<file path="src/inc/hrl_pkg.sv">
// Package for the hex record loader: constants, states and a carrier struct.
// Assumes a single clock domain; characters arrive as 8-bit ASCII codes.
`default_nettype none
package hrl_pkg;
   // ==========================================
   // Record layout
   localparam logic [7:0] CHAR_COLON = 8'h3A;
   localparam logic [7:0] TYPE_DATA = 8'h00;
   localparam logic [7:0] TYPE_SEG = 8'h02;
   localparam logic [7:0] TYPE_START = 8'h03;
   localparam logic [7:0] SEG_COUNT = 8'h02;
   localparam logic [7:0] START_COUNT = 8'h04;
   localparam logic [7:0] MAX_DATA = 8'h10;
   localparam int ADDR_W = 20;
   localparam int SEG_SHIFT = 4;
   localparam int FIFO_DEPTH = 8;
   // ==========================================
   // Reset values
   localparam logic [15:0] SEG_RESET = 16'h0000;
   localparam logic [15:0] START_RESET = 16'h0000;

   typedef enum logic [2:0] {
      HRL_IDLE = 3'b000,
      HRL_COUNT = 3'b001,
      HRL_OFFSET = 3'b010,
      HRL_TYPE = 3'b011,
      HRL_DATA = 3'b100,
      HRL_SUM = 3'b101
   } hrl_state_e;

   typedef struct packed {
      logic [ADDR_W-1:0] addr;
      logic [7:0] data;
   } hrl_wr_s;
endpackage : hrl_pkg
`default_nettype wire

</file>
<file path="src/hw/hrl_fifo.sv">
// Valid/ready FIFO buffering data-record bytes ahead of memory writes.
// Assumes both sides on the same clock; pop and push may share a cycle.
`timescale 1ns/1ps
`default_nettype none
module hrl_fifo #(
   parameter int WIDTH = 28,
   parameter int DEPTH = 8
) (
   input wire logic sys_clk_i,
   input wire logic reset_n_i,
   input wire logic in_valid_i,
   output logic in_ready_o,
   input wire logic [WIDTH-1:0] in_data_i,
   output logic out_valid_o,
   input wire logic out_ready_i,
   output logic [WIDTH-1:0] out_data_o
);
   localparam int PW = $clog2(DEPTH);
   logic [WIDTH-1:0] mem_ff [DEPTH];
   logic [PW-1:0] wr_ff, nxt_wr, rd_ff, nxt_rd;
   logic [PW:0] cnt_ff, nxt_cnt;
   logic push, pop;

   always_comb begin
      push = in_valid_i && (cnt_ff != DEPTH[PW:0]);
      pop = out_valid_o && out_ready_i;
      nxt_wr = push ? ((wr_ff == PW'(DEPTH - 1)) ? '0 : wr_ff + 1'b1) : wr_ff;
      nxt_rd = pop ? ((rd_ff == PW'(DEPTH - 1)) ? '0 : rd_ff + 1'b1) : rd_ff;
      nxt_cnt = cnt_ff + {{PW{1'b0}}, push} - {{PW{1'b0}}, pop};
   end

   assign in_ready_o = (cnt_ff != DEPTH[PW:0]);
   assign out_valid_o = (cnt_ff != '0);
   assign out_data_o = mem_ff[rd_ff];

   // Storage has no reset; only the pointers and the count need a defined value
   always_ff @(posedge sys_clk_i) begin
      if (push) begin
         mem_ff[wr_ff] <= in_data_i;
      end
   end

   always_ff @(posedge sys_clk_i or negedge reset_n_i) begin
      if (!reset_n_i) begin
         wr_ff <= '0;
         rd_ff <= '0;
         cnt_ff <= '0;
      end else begin
         wr_ff <= nxt_wr;
         rd_ff <= nxt_rd;
         cnt_ff <= nxt_cnt;
      end
   end
endmodule : hrl_fifo
`default_nettype wire

</file>
<file path="src/hw/hrl_loader.sv">
// Hex record decoder: parses ASCII characters into memory writes and start values.
// Assumes characters arrive with a valid/ready handshake on sys_clk_i from local logic.
`timescale 1ns/1ps
`default_nettype none

// Notes on behaviour
// - Colon always starts a fresh record
// - Columns 2-3 give byte count, high first
// - Columns 4-7 offset plus segment base
// - Type 00 marks a data record
// - Up to 16 data bytes, high nibble first
// - Bytes go to consecutive ascending addresses
// - Checksum is negated modulo-256 byte sum
// - Type 03 with count 04, offset 0000 is start record
// - Columns 10-13 give code segment start
// - Columns 14-17 give instruction pointer start
// - Start record checksum checked the same way
// - Type 02 count 02 sets segment base
// - Segment base zero until first segment record
module hrl_loader #(
   parameter int DEPTH = hrl_pkg::FIFO_DEPTH
) (
   input wire logic sys_clk_i,
   input wire logic reset_n_i,
   input wire logic char_valid_i,
   input wire logic [7:0] char_i,
   output logic char_ready_o,
   output logic wr_valid_o,
   input wire logic wr_ready_i,
   output hrl_pkg::hrl_wr_s wr_o,
   output logic [15:0] code_segment_start_o,
   output logic [15:0] instruction_pointer_start_value_o,
   output logic [15:0] segment_base_o,
   output logic record_done_o,
   output logic error_o
);
   // ==========================================
   // Parser state
   hrl_pkg::hrl_state_e st_ff, nxt_st;
   logic [7:0] count_ff, nxt_count;
   logic [15:0] offset_ff, nxt_offset;
   logic [7:0] type_ff, nxt_type;
   logic [7:0] sum_ff, nxt_sum;
   logic [7:0] idx_ff, nxt_idx;
   logic [31:0] payload_ff, nxt_payload;
   logic hi_ff, nxt_hi;
   logic [3:0] nib_ff, nxt_nib;
   logic [15:0] seg_ff, nxt_seg;
   logic [15:0] cs_ff, nxt_cs;
   logic [15:0] ip_ff, nxt_ip;
   logic done_ff, nxt_done;
   logic err_ff, nxt_err;
   logic [7:0] fld_ff, nxt_fld;

   // Data bytes are held back until the checksum is known, since a bad
   // record must not write; the FIFO only receives committed bytes.
   logic [7:0] dbuf_ff [16];
   logic [7:0] dcnt_ff, nxt_dcnt;
   logic [3:0] drd_ff, nxt_drd;
   logic [19:0] daddr_ff, nxt_daddr;
   logic dbuf_wr;

   logic take, is_hex, byte_done;
   logic [3:0] hex_val;
   logic [7:0] byte_val;
   logic fifo_in_ready, push;
   hrl_pkg::hrl_wr_s push_data;

   always_comb begin
      is_hex = 1'b1;
      hex_val = 4'h0;
      if (char_i >= 8'h30 && char_i <= 8'h39) begin
         hex_val = 4'(char_i - 8'h30);
      end else if (char_i >= 8'h41 && char_i <= 8'h46) begin
         hex_val = 4'(char_i - 8'h37);
      end else if (char_i >= 8'h61 && char_i <= 8'h66) begin
         hex_val = 4'(char_i - 8'h57);
      end else begin
         is_hex = 1'b0;
      end
   end

   // Input stalls while committed bytes are still draining
   assign char_ready_o = (dcnt_ff == 8'h00);
   assign take = char_valid_i && char_ready_o;
   assign byte_val = {nib_ff, hex_val};
   assign byte_done = take && is_hex && !hi_ff && st_ff != hrl_pkg::HRL_IDLE;

   always_comb begin
      nxt_st = st_ff;
      nxt_count = count_ff;
      nxt_offset = offset_ff;
      nxt_type = type_ff;
      nxt_sum = sum_ff;
      nxt_idx = idx_ff;
      nxt_payload = payload_ff;
      nxt_hi = hi_ff;
      nxt_nib = nib_ff;
      nxt_seg = seg_ff;
      nxt_cs = cs_ff;
      nxt_ip = ip_ff;
      nxt_done = 1'b0;
      nxt_err = 1'b0;
      nxt_fld = fld_ff;
      nxt_dcnt = dcnt_ff;
      nxt_daddr = daddr_ff;
      dbuf_wr = 1'b0;
      if (take && char_i == hrl_pkg::CHAR_COLON) begin
         nxt_st = hrl_pkg::HRL_COUNT;
         nxt_sum = 8'h00;
         nxt_hi = 1'b1;
         nxt_idx = 8'h00;
         nxt_fld = 8'h00;
      end else if (take && st_ff != hrl_pkg::HRL_IDLE && !is_hex) begin
         nxt_st = hrl_pkg::HRL_IDLE;
         nxt_err = 1'b1;
      end else if (take && hi_ff && st_ff != hrl_pkg::HRL_IDLE) begin
         nxt_nib = hex_val;
         nxt_hi = 1'b0;
      end else if (byte_done) begin
         nxt_hi = 1'b1;
         nxt_sum = sum_ff + byte_val;
         case (st_ff)
            hrl_pkg::HRL_COUNT: begin
               nxt_count = byte_val;
               nxt_st = hrl_pkg::HRL_OFFSET;
               nxt_fld = 8'h00;
            end
            hrl_pkg::HRL_OFFSET: begin
               nxt_offset = {offset_ff[7:0], byte_val};
               nxt_fld = fld_ff + 8'h01;
               if (fld_ff == 8'h01) begin
                  nxt_st = hrl_pkg::HRL_TYPE;
               end
            end
            hrl_pkg::HRL_TYPE: begin
               nxt_type = byte_val;
               nxt_idx = 8'h00;
               nxt_st = (count_ff == 8'h00) ? hrl_pkg::HRL_SUM : hrl_pkg::HRL_DATA;
            end
            hrl_pkg::HRL_DATA: begin
               if (type_ff == hrl_pkg::TYPE_DATA && idx_ff < hrl_pkg::MAX_DATA) begin
                  dbuf_wr = 1'b1;
               end
               nxt_payload = {payload_ff[23:0], byte_val};
               nxt_idx = idx_ff + 8'h01;
               if (idx_ff + 8'h01 == count_ff) begin
                  nxt_st = hrl_pkg::HRL_SUM;
               end
            end
            hrl_pkg::HRL_SUM: begin
               nxt_st = hrl_pkg::HRL_IDLE;
               nxt_done = 1'b1;
               if (sum_ff + byte_val != 8'h00) begin
                  nxt_err = 1'b1;
               end else if (type_ff == hrl_pkg::TYPE_DATA && count_ff <= hrl_pkg::MAX_DATA) begin
                  nxt_dcnt = count_ff;
                  nxt_daddr = 20'({seg_ff, 4'h0}) + 20'(offset_ff);
               end else if (type_ff == hrl_pkg::TYPE_SEG && count_ff == hrl_pkg::SEG_COUNT) begin
                  nxt_seg = payload_ff[15:0];
               end else if (type_ff == hrl_pkg::TYPE_START
                            && count_ff == hrl_pkg::START_COUNT
                            && offset_ff == 16'h0000) begin
                  nxt_cs = payload_ff[31:16];
                  nxt_ip = payload_ff[15:0];
               end else begin
                  nxt_err = 1'b1;
               end
            end
            default: begin
               nxt_st = hrl_pkg::HRL_IDLE;
            end
         endcase
      end
      if (push) begin
         nxt_dcnt = dcnt_ff - 8'h01;
         nxt_daddr = daddr_ff + 20'h00001;
      end
   end

   assign nxt_drd = push ? drd_ff + 4'h1 : (nxt_dcnt == 8'h00 ? 4'h0 : drd_ff);
   assign push = (dcnt_ff != 8'h00) && fifo_in_ready;
   assign push_data.addr = daddr_ff;
   assign push_data.data = dbuf_ff[drd_ff];

   always_ff @(posedge sys_clk_i) begin
      if (dbuf_wr) begin
         dbuf_ff[idx_ff[3:0]] <= byte_val;
      end
   end

   always_ff @(posedge sys_clk_i or negedge reset_n_i) begin
      if (!reset_n_i) begin
         st_ff <= hrl_pkg::HRL_IDLE;
         count_ff <= 8'h00;
         offset_ff <= 16'h0000;
         type_ff <= 8'h00;
         sum_ff <= 8'h00;
         idx_ff <= 8'h00;
         payload_ff <= 32'h00000000;
         hi_ff <= 1'b1;
         nib_ff <= 4'h0;
         seg_ff <= hrl_pkg::SEG_RESET;
         cs_ff <= hrl_pkg::START_RESET;
         ip_ff <= hrl_pkg::START_RESET;
         done_ff <= 1'b0;
         err_ff <= 1'b0;
         fld_ff <= 8'h00;
         dcnt_ff <= 8'h00;
         drd_ff <= 4'h0;
         daddr_ff <= 20'h00000;
      end else begin
         st_ff <= nxt_st;
         count_ff <= nxt_count;
         offset_ff <= nxt_offset;
         type_ff <= nxt_type;
         sum_ff <= nxt_sum;
         idx_ff <= nxt_idx;
         payload_ff <= nxt_payload;
         hi_ff <= nxt_hi;
         nib_ff <= nxt_nib;
         seg_ff <= nxt_seg;
         cs_ff <= nxt_cs;
         ip_ff <= nxt_ip;
         done_ff <= nxt_done;
         err_ff <= nxt_err;
         fld_ff <= nxt_fld;
         dcnt_ff <= nxt_dcnt;
         drd_ff <= nxt_drd;
         daddr_ff <= nxt_daddr;
      end
   end

   // ==========================================
   // Output buffer
   hrl_fifo #(
      .WIDTH($bits(hrl_pkg::hrl_wr_s)),
      .DEPTH(DEPTH)
   ) u_fifo (
      .sys_clk_i(sys_clk_i),
      .reset_n_i(reset_n_i),
      .in_valid_i(dcnt_ff != 8'h00),
      .in_ready_o(fifo_in_ready),
      .in_data_i(push_data),
      .out_valid_o(wr_valid_o),
      .out_ready_i(wr_ready_i),
      .out_data_o(wr_o)
   );

   assign code_segment_start_o = cs_ff;
   assign instruction_pointer_start_value_o = ip_ff;
   assign segment_base_o = seg_ff;
   assign record_done_o = done_ff;
   assign error_o = err_ff;
endmodule : hrl_loader
`default_nettype wire

</file>
<file path="config.mk">
export PLATFORM = sky130hd
export DESIGN_NAME = hrl_loader
export DESIGN_NICKNAME = d
export VERILOG_FILES = /design/src/inc/hrl_pkg.sv /design/src/hw/hrl_fifo.sv /design/src/hw/hrl_loader.sv
export SDC_FILE = /design/constraint.sdc
export NUM_CORES = 1
export LEC_CHECK = 0
export BUFFER_PORTS_ARGS = -buffer_cell sky130_fd_sc_hd__buf_4
export CELL_PAD_IN_SITES_DETAIL_PLACEMENT = 0
export CELL_PAD_IN_SITES_GLOBAL_PLACEMENT = 2
export CORE_ASPECT_RATIO = 1.75
export CORE_MARGIN = 5
export CORE_UTILIZATION = 51
export CTS_BUF_LIST = sky130_fd_sc_hd__clkbuf_8
export DETAILED_ROUTE_END_ITERATION = 10
export GPL_ROUTABILITY_DRIVEN = 0
export PLACE_DENSITY_LB_ADDON = 0.15
export SETUP_SLACK_MARGIN = 0.15
export SLEW_MARGIN = 20
export SYNTH_ARGS = -nofsm -noshare
export SYNTH_HDL_FRONTEND = slang
export SYNTH_SLANG_ARGS = --single-unit
export TNS_END_PERCENT = 1
</file>
<file path="constraint.sdc">
create_clock -name sys_clk_i -period 7.6 [get_ports sys_clk_i]
set_input_delay 0.38 -clock sys_clk_i [delete_from_list [all_inputs] [get_ports sys_clk_i]]
set_output_delay 0.38 -clock sys_clk_i [all_outputs]
set_load 0.05 [all_outputs]
</file>
==> reports/metrics.yaml <==
layout:
  synthToLayoutAreaGrowth_pct: 12.9
  nFillCells: 3590
  regArea_um2: 15300
  multi_input_area_um2: 7540
  finalNetCount: 1730
  fin_util_pct: 58.1
  drive_above_1_share_pct: 27.0
  fin_area_um2: 26100
  fin_cells: 2312
routing:
  routed_wl_mm: 51.2
  wl_per_cell_um: 22.1
  drcViolationCount: 0
  ant_nets: 0
  vias: 13400
  viasPerCell: 5.79
  dr.first_iter.drc_count: 674
  firstDrtPassIters: 5
grt:
  track_usage_pct: 20.7
  grt_pass1_vias: 13900
  antenna_found_initial: 1
  grt_pass1_wl_mm: 79.5
  grt_start_max_net_pins: 80
  gr-total-overflow: 0
placed_design:
  dp_slack_ps: 1880
  io_buffer_count: 91
  dp_hpwl_mm: 33.7
  placed_area_um2: 24600
  dp_cells: 2170
synthesis:
  synth_top_area_cell: "edfxtp_1"
  synth_most_common_cell: "edfxtp_1"
  synth_cell_types: 73
  syn_avg_cell_area_um2: 15.1
  async_flop_share_pct: 34.8
  synth-seq-area-share_pct: 66.0
  synth_area_um2: 23100
  yosys_register_bits: 540
  ys.flop_type: "edfxtp_1"
  synthTopCellsByArea: "edfxtp_1, dfrtp_1, mux4_2"
  syn_inst: 1531
  synth_commonest_cells: "edfxtp_1, dfrtp_1, mux2_2, nand2_1"
  synth_top_area_share_pct: 45.7
  synth-edff-count: 352
  syn-num-nets: 1588
  yosysWarnings: 0
clock_tree:
  clock-sinks: 540
  cts_tree: "yes"
  root_buffer: "clkbuf_8"
  numCtsBuffers: 77
  worstSkewPairLatency_ps: 640
  clockBufferDepth: 3
  cts_setup_buffers: 0
  h-tree-depth: 3
  cts_resized: 0
  clk_pin_slew_ps: 60
setup_path:
  rr_worst_depth: 13
  critPathMaxFanout: 20
  crit_required_ps: 8090
  cp.arrival_ps: 5570
  slowest_stage: "a22oi_1"
  worst-setup-path-type: "in2reg"
  crit_chain: "buf_4, inv_1, ha_1, o21bai_1, a41oi_1, a22oi_1, inv_1, ha_1, a211o_1, and3_1, o311ai_1, nor4_2, and3_1, buf_4, a31o_2, or3b_1, o31a_1, mux2_4"
  slowest_delay_ps: 730
  startpoint_type: "input pin"
  setup.worst_path.end_class: "register"
die:
  pin_count: 92
  die_w_um: 171
  row_count: 103
  die_h_um: 292
  initial_core_util_pct: 51.5
  coreArea_um2: 45000
  dieArea_um2: 49900
pwr:
  ir_worst_vdd_mv: 0.424
  powerDensity_nw_per_um2: 343
  power_mw: 8.96
  power.leakage_nw: 10.0
sta:
  worst_pin_slew_ps: 1040
  setup_tns_ps: 0
  maxSlewHeadroom_pct: 30.7
  finalHoldViolations: 0
  clock-skew-final_ps: 42.5
  period_share_pct: 66.8
  setup_viol: 0
  grt_setup_unrepaired: "false"
  max_freq_mhz: 197
  hold-worst-slack_ps: 149
  maxSlewViolCount: 0
  setup_ws_ps: 2530
  period_minus_slack_ps: 5070
job:
  drv_cap: 0
run_status:
  status: "complete, no violations"
hold_path:
  hold_depth: 4
  min_path_type: "in2reg"
[sequential cells by signal, summed over array words and instances (netlist names), 8 cells and up]
register / flops
u_fifo.mem_ff: 224
dbuf_ff: 128
payload_ff: 32
daddr_ff: 20
code_segment_start_o: 16
instruction_pointer_start_value_o: 16
offset_ff: 16
segment_base_o: 16
count_ff: 8
dcnt_ff: 8
fld_ff: 8
idx_ff: 8
sum_ff: 8
type_ff: 8
[report_power, final]
part,total [mW],internal (mW),switching (mW),leakage [nW]
Combinational,2.66,1.05,1.61,3.73
Clock,2.16,1.09,1.07,0.835
Sequential,4.14,3.79,0.346,5.43
Total,8.96,5.93,3.03,10.0
[cell families (layout without fill, tap and decap cells)]
group	after synthesis	after routing	synth area share [%]
mux	229	229	14.5
xor+xnor	34	34	1.35
fa+ha+maj	45	45	2.53
compound gates	226	226	6.38
buf+inv	103	306	1.70
flops	540	540	66.0
simple gates	354	354	7.51
other cells	0	1	0
[layer usage]
layer	vias up	GRT usage [%]	routed length, um
met4	0	6.67	1270
met5	-	0	0
li1	6186	-	-
met3	80	3.54	2050
met2	263	38.1	28200
met1	6847	24.5	19600
[area by class of cell]
class / count / share of cell area, %
Timing Repair Buffer: 127 / 3.68
Antenna cell: 1 / 0.00958
Clock buffer: 83 / 4.37
Multi-Input combinational cell: 888 / 28.9
Tap cell: 577 / 2.76
Clock inverter: 57 / 1.26
Sequential cell: 540 / 58.5
Inverter: 39 / 0.560
[path summary, 6_finish.rpt]
kind | start | end | slack [ps]
worst min-delay path | wr_ready_i | u_fifo.rd_ff[1] | 150
worst min register to register | fld_ff[7] | fld_ff[7] | 480
max in group asynchronous | reset_n_i | drd_ff[0] | 5990
worst max register to register | dcnt_ff[0] | drd_ff[2] | 2660
worst max-delay path | char_i[0] | drd_ff[0] | 2530
min in group asynchronous | reset_n_i | instruction_pointer_start_value_o[13] | 340
[critical path, delay by kind of cell]
| kind | cells | cell delay (ps) |
|---|---|---|
| fa+ha+maj | 2 | 640 |
| simple gates | 4 | 900 |
| buf+inv | 4 | 840 |
| compound gates | 7 | 2560 |
| mux | 1 | 250 |
[timing repair]
action	in CTS	in global routing
hold buffers	1	0
endpoints found under the setup margin	0	0
endpoints found under the hold margin	77	0
[cell usage in the layout (no fill, tap or decap), types with 13 or more instances in the layout]
master    synthesis  layout
dfrtp_1         187     183
xor2_1           13      13
mux4_2           72      72
buf_4             0     125
xnor2_1          20      20
nor3_1           29      23
nand2_1         127     127
clkbuf_8          0      84
a21oi_1          53      53
inv_1            38      64
edfxtp_1        352     352
ha_1             42      42
nand3_1          25      25
nor2_1           66      64
a211oi_1         15      15
mux2_2          129     129
o21ai_0          72      71
mux2i_1          26      26
and3_1           19      19
(Power assumes the default switching activity.)
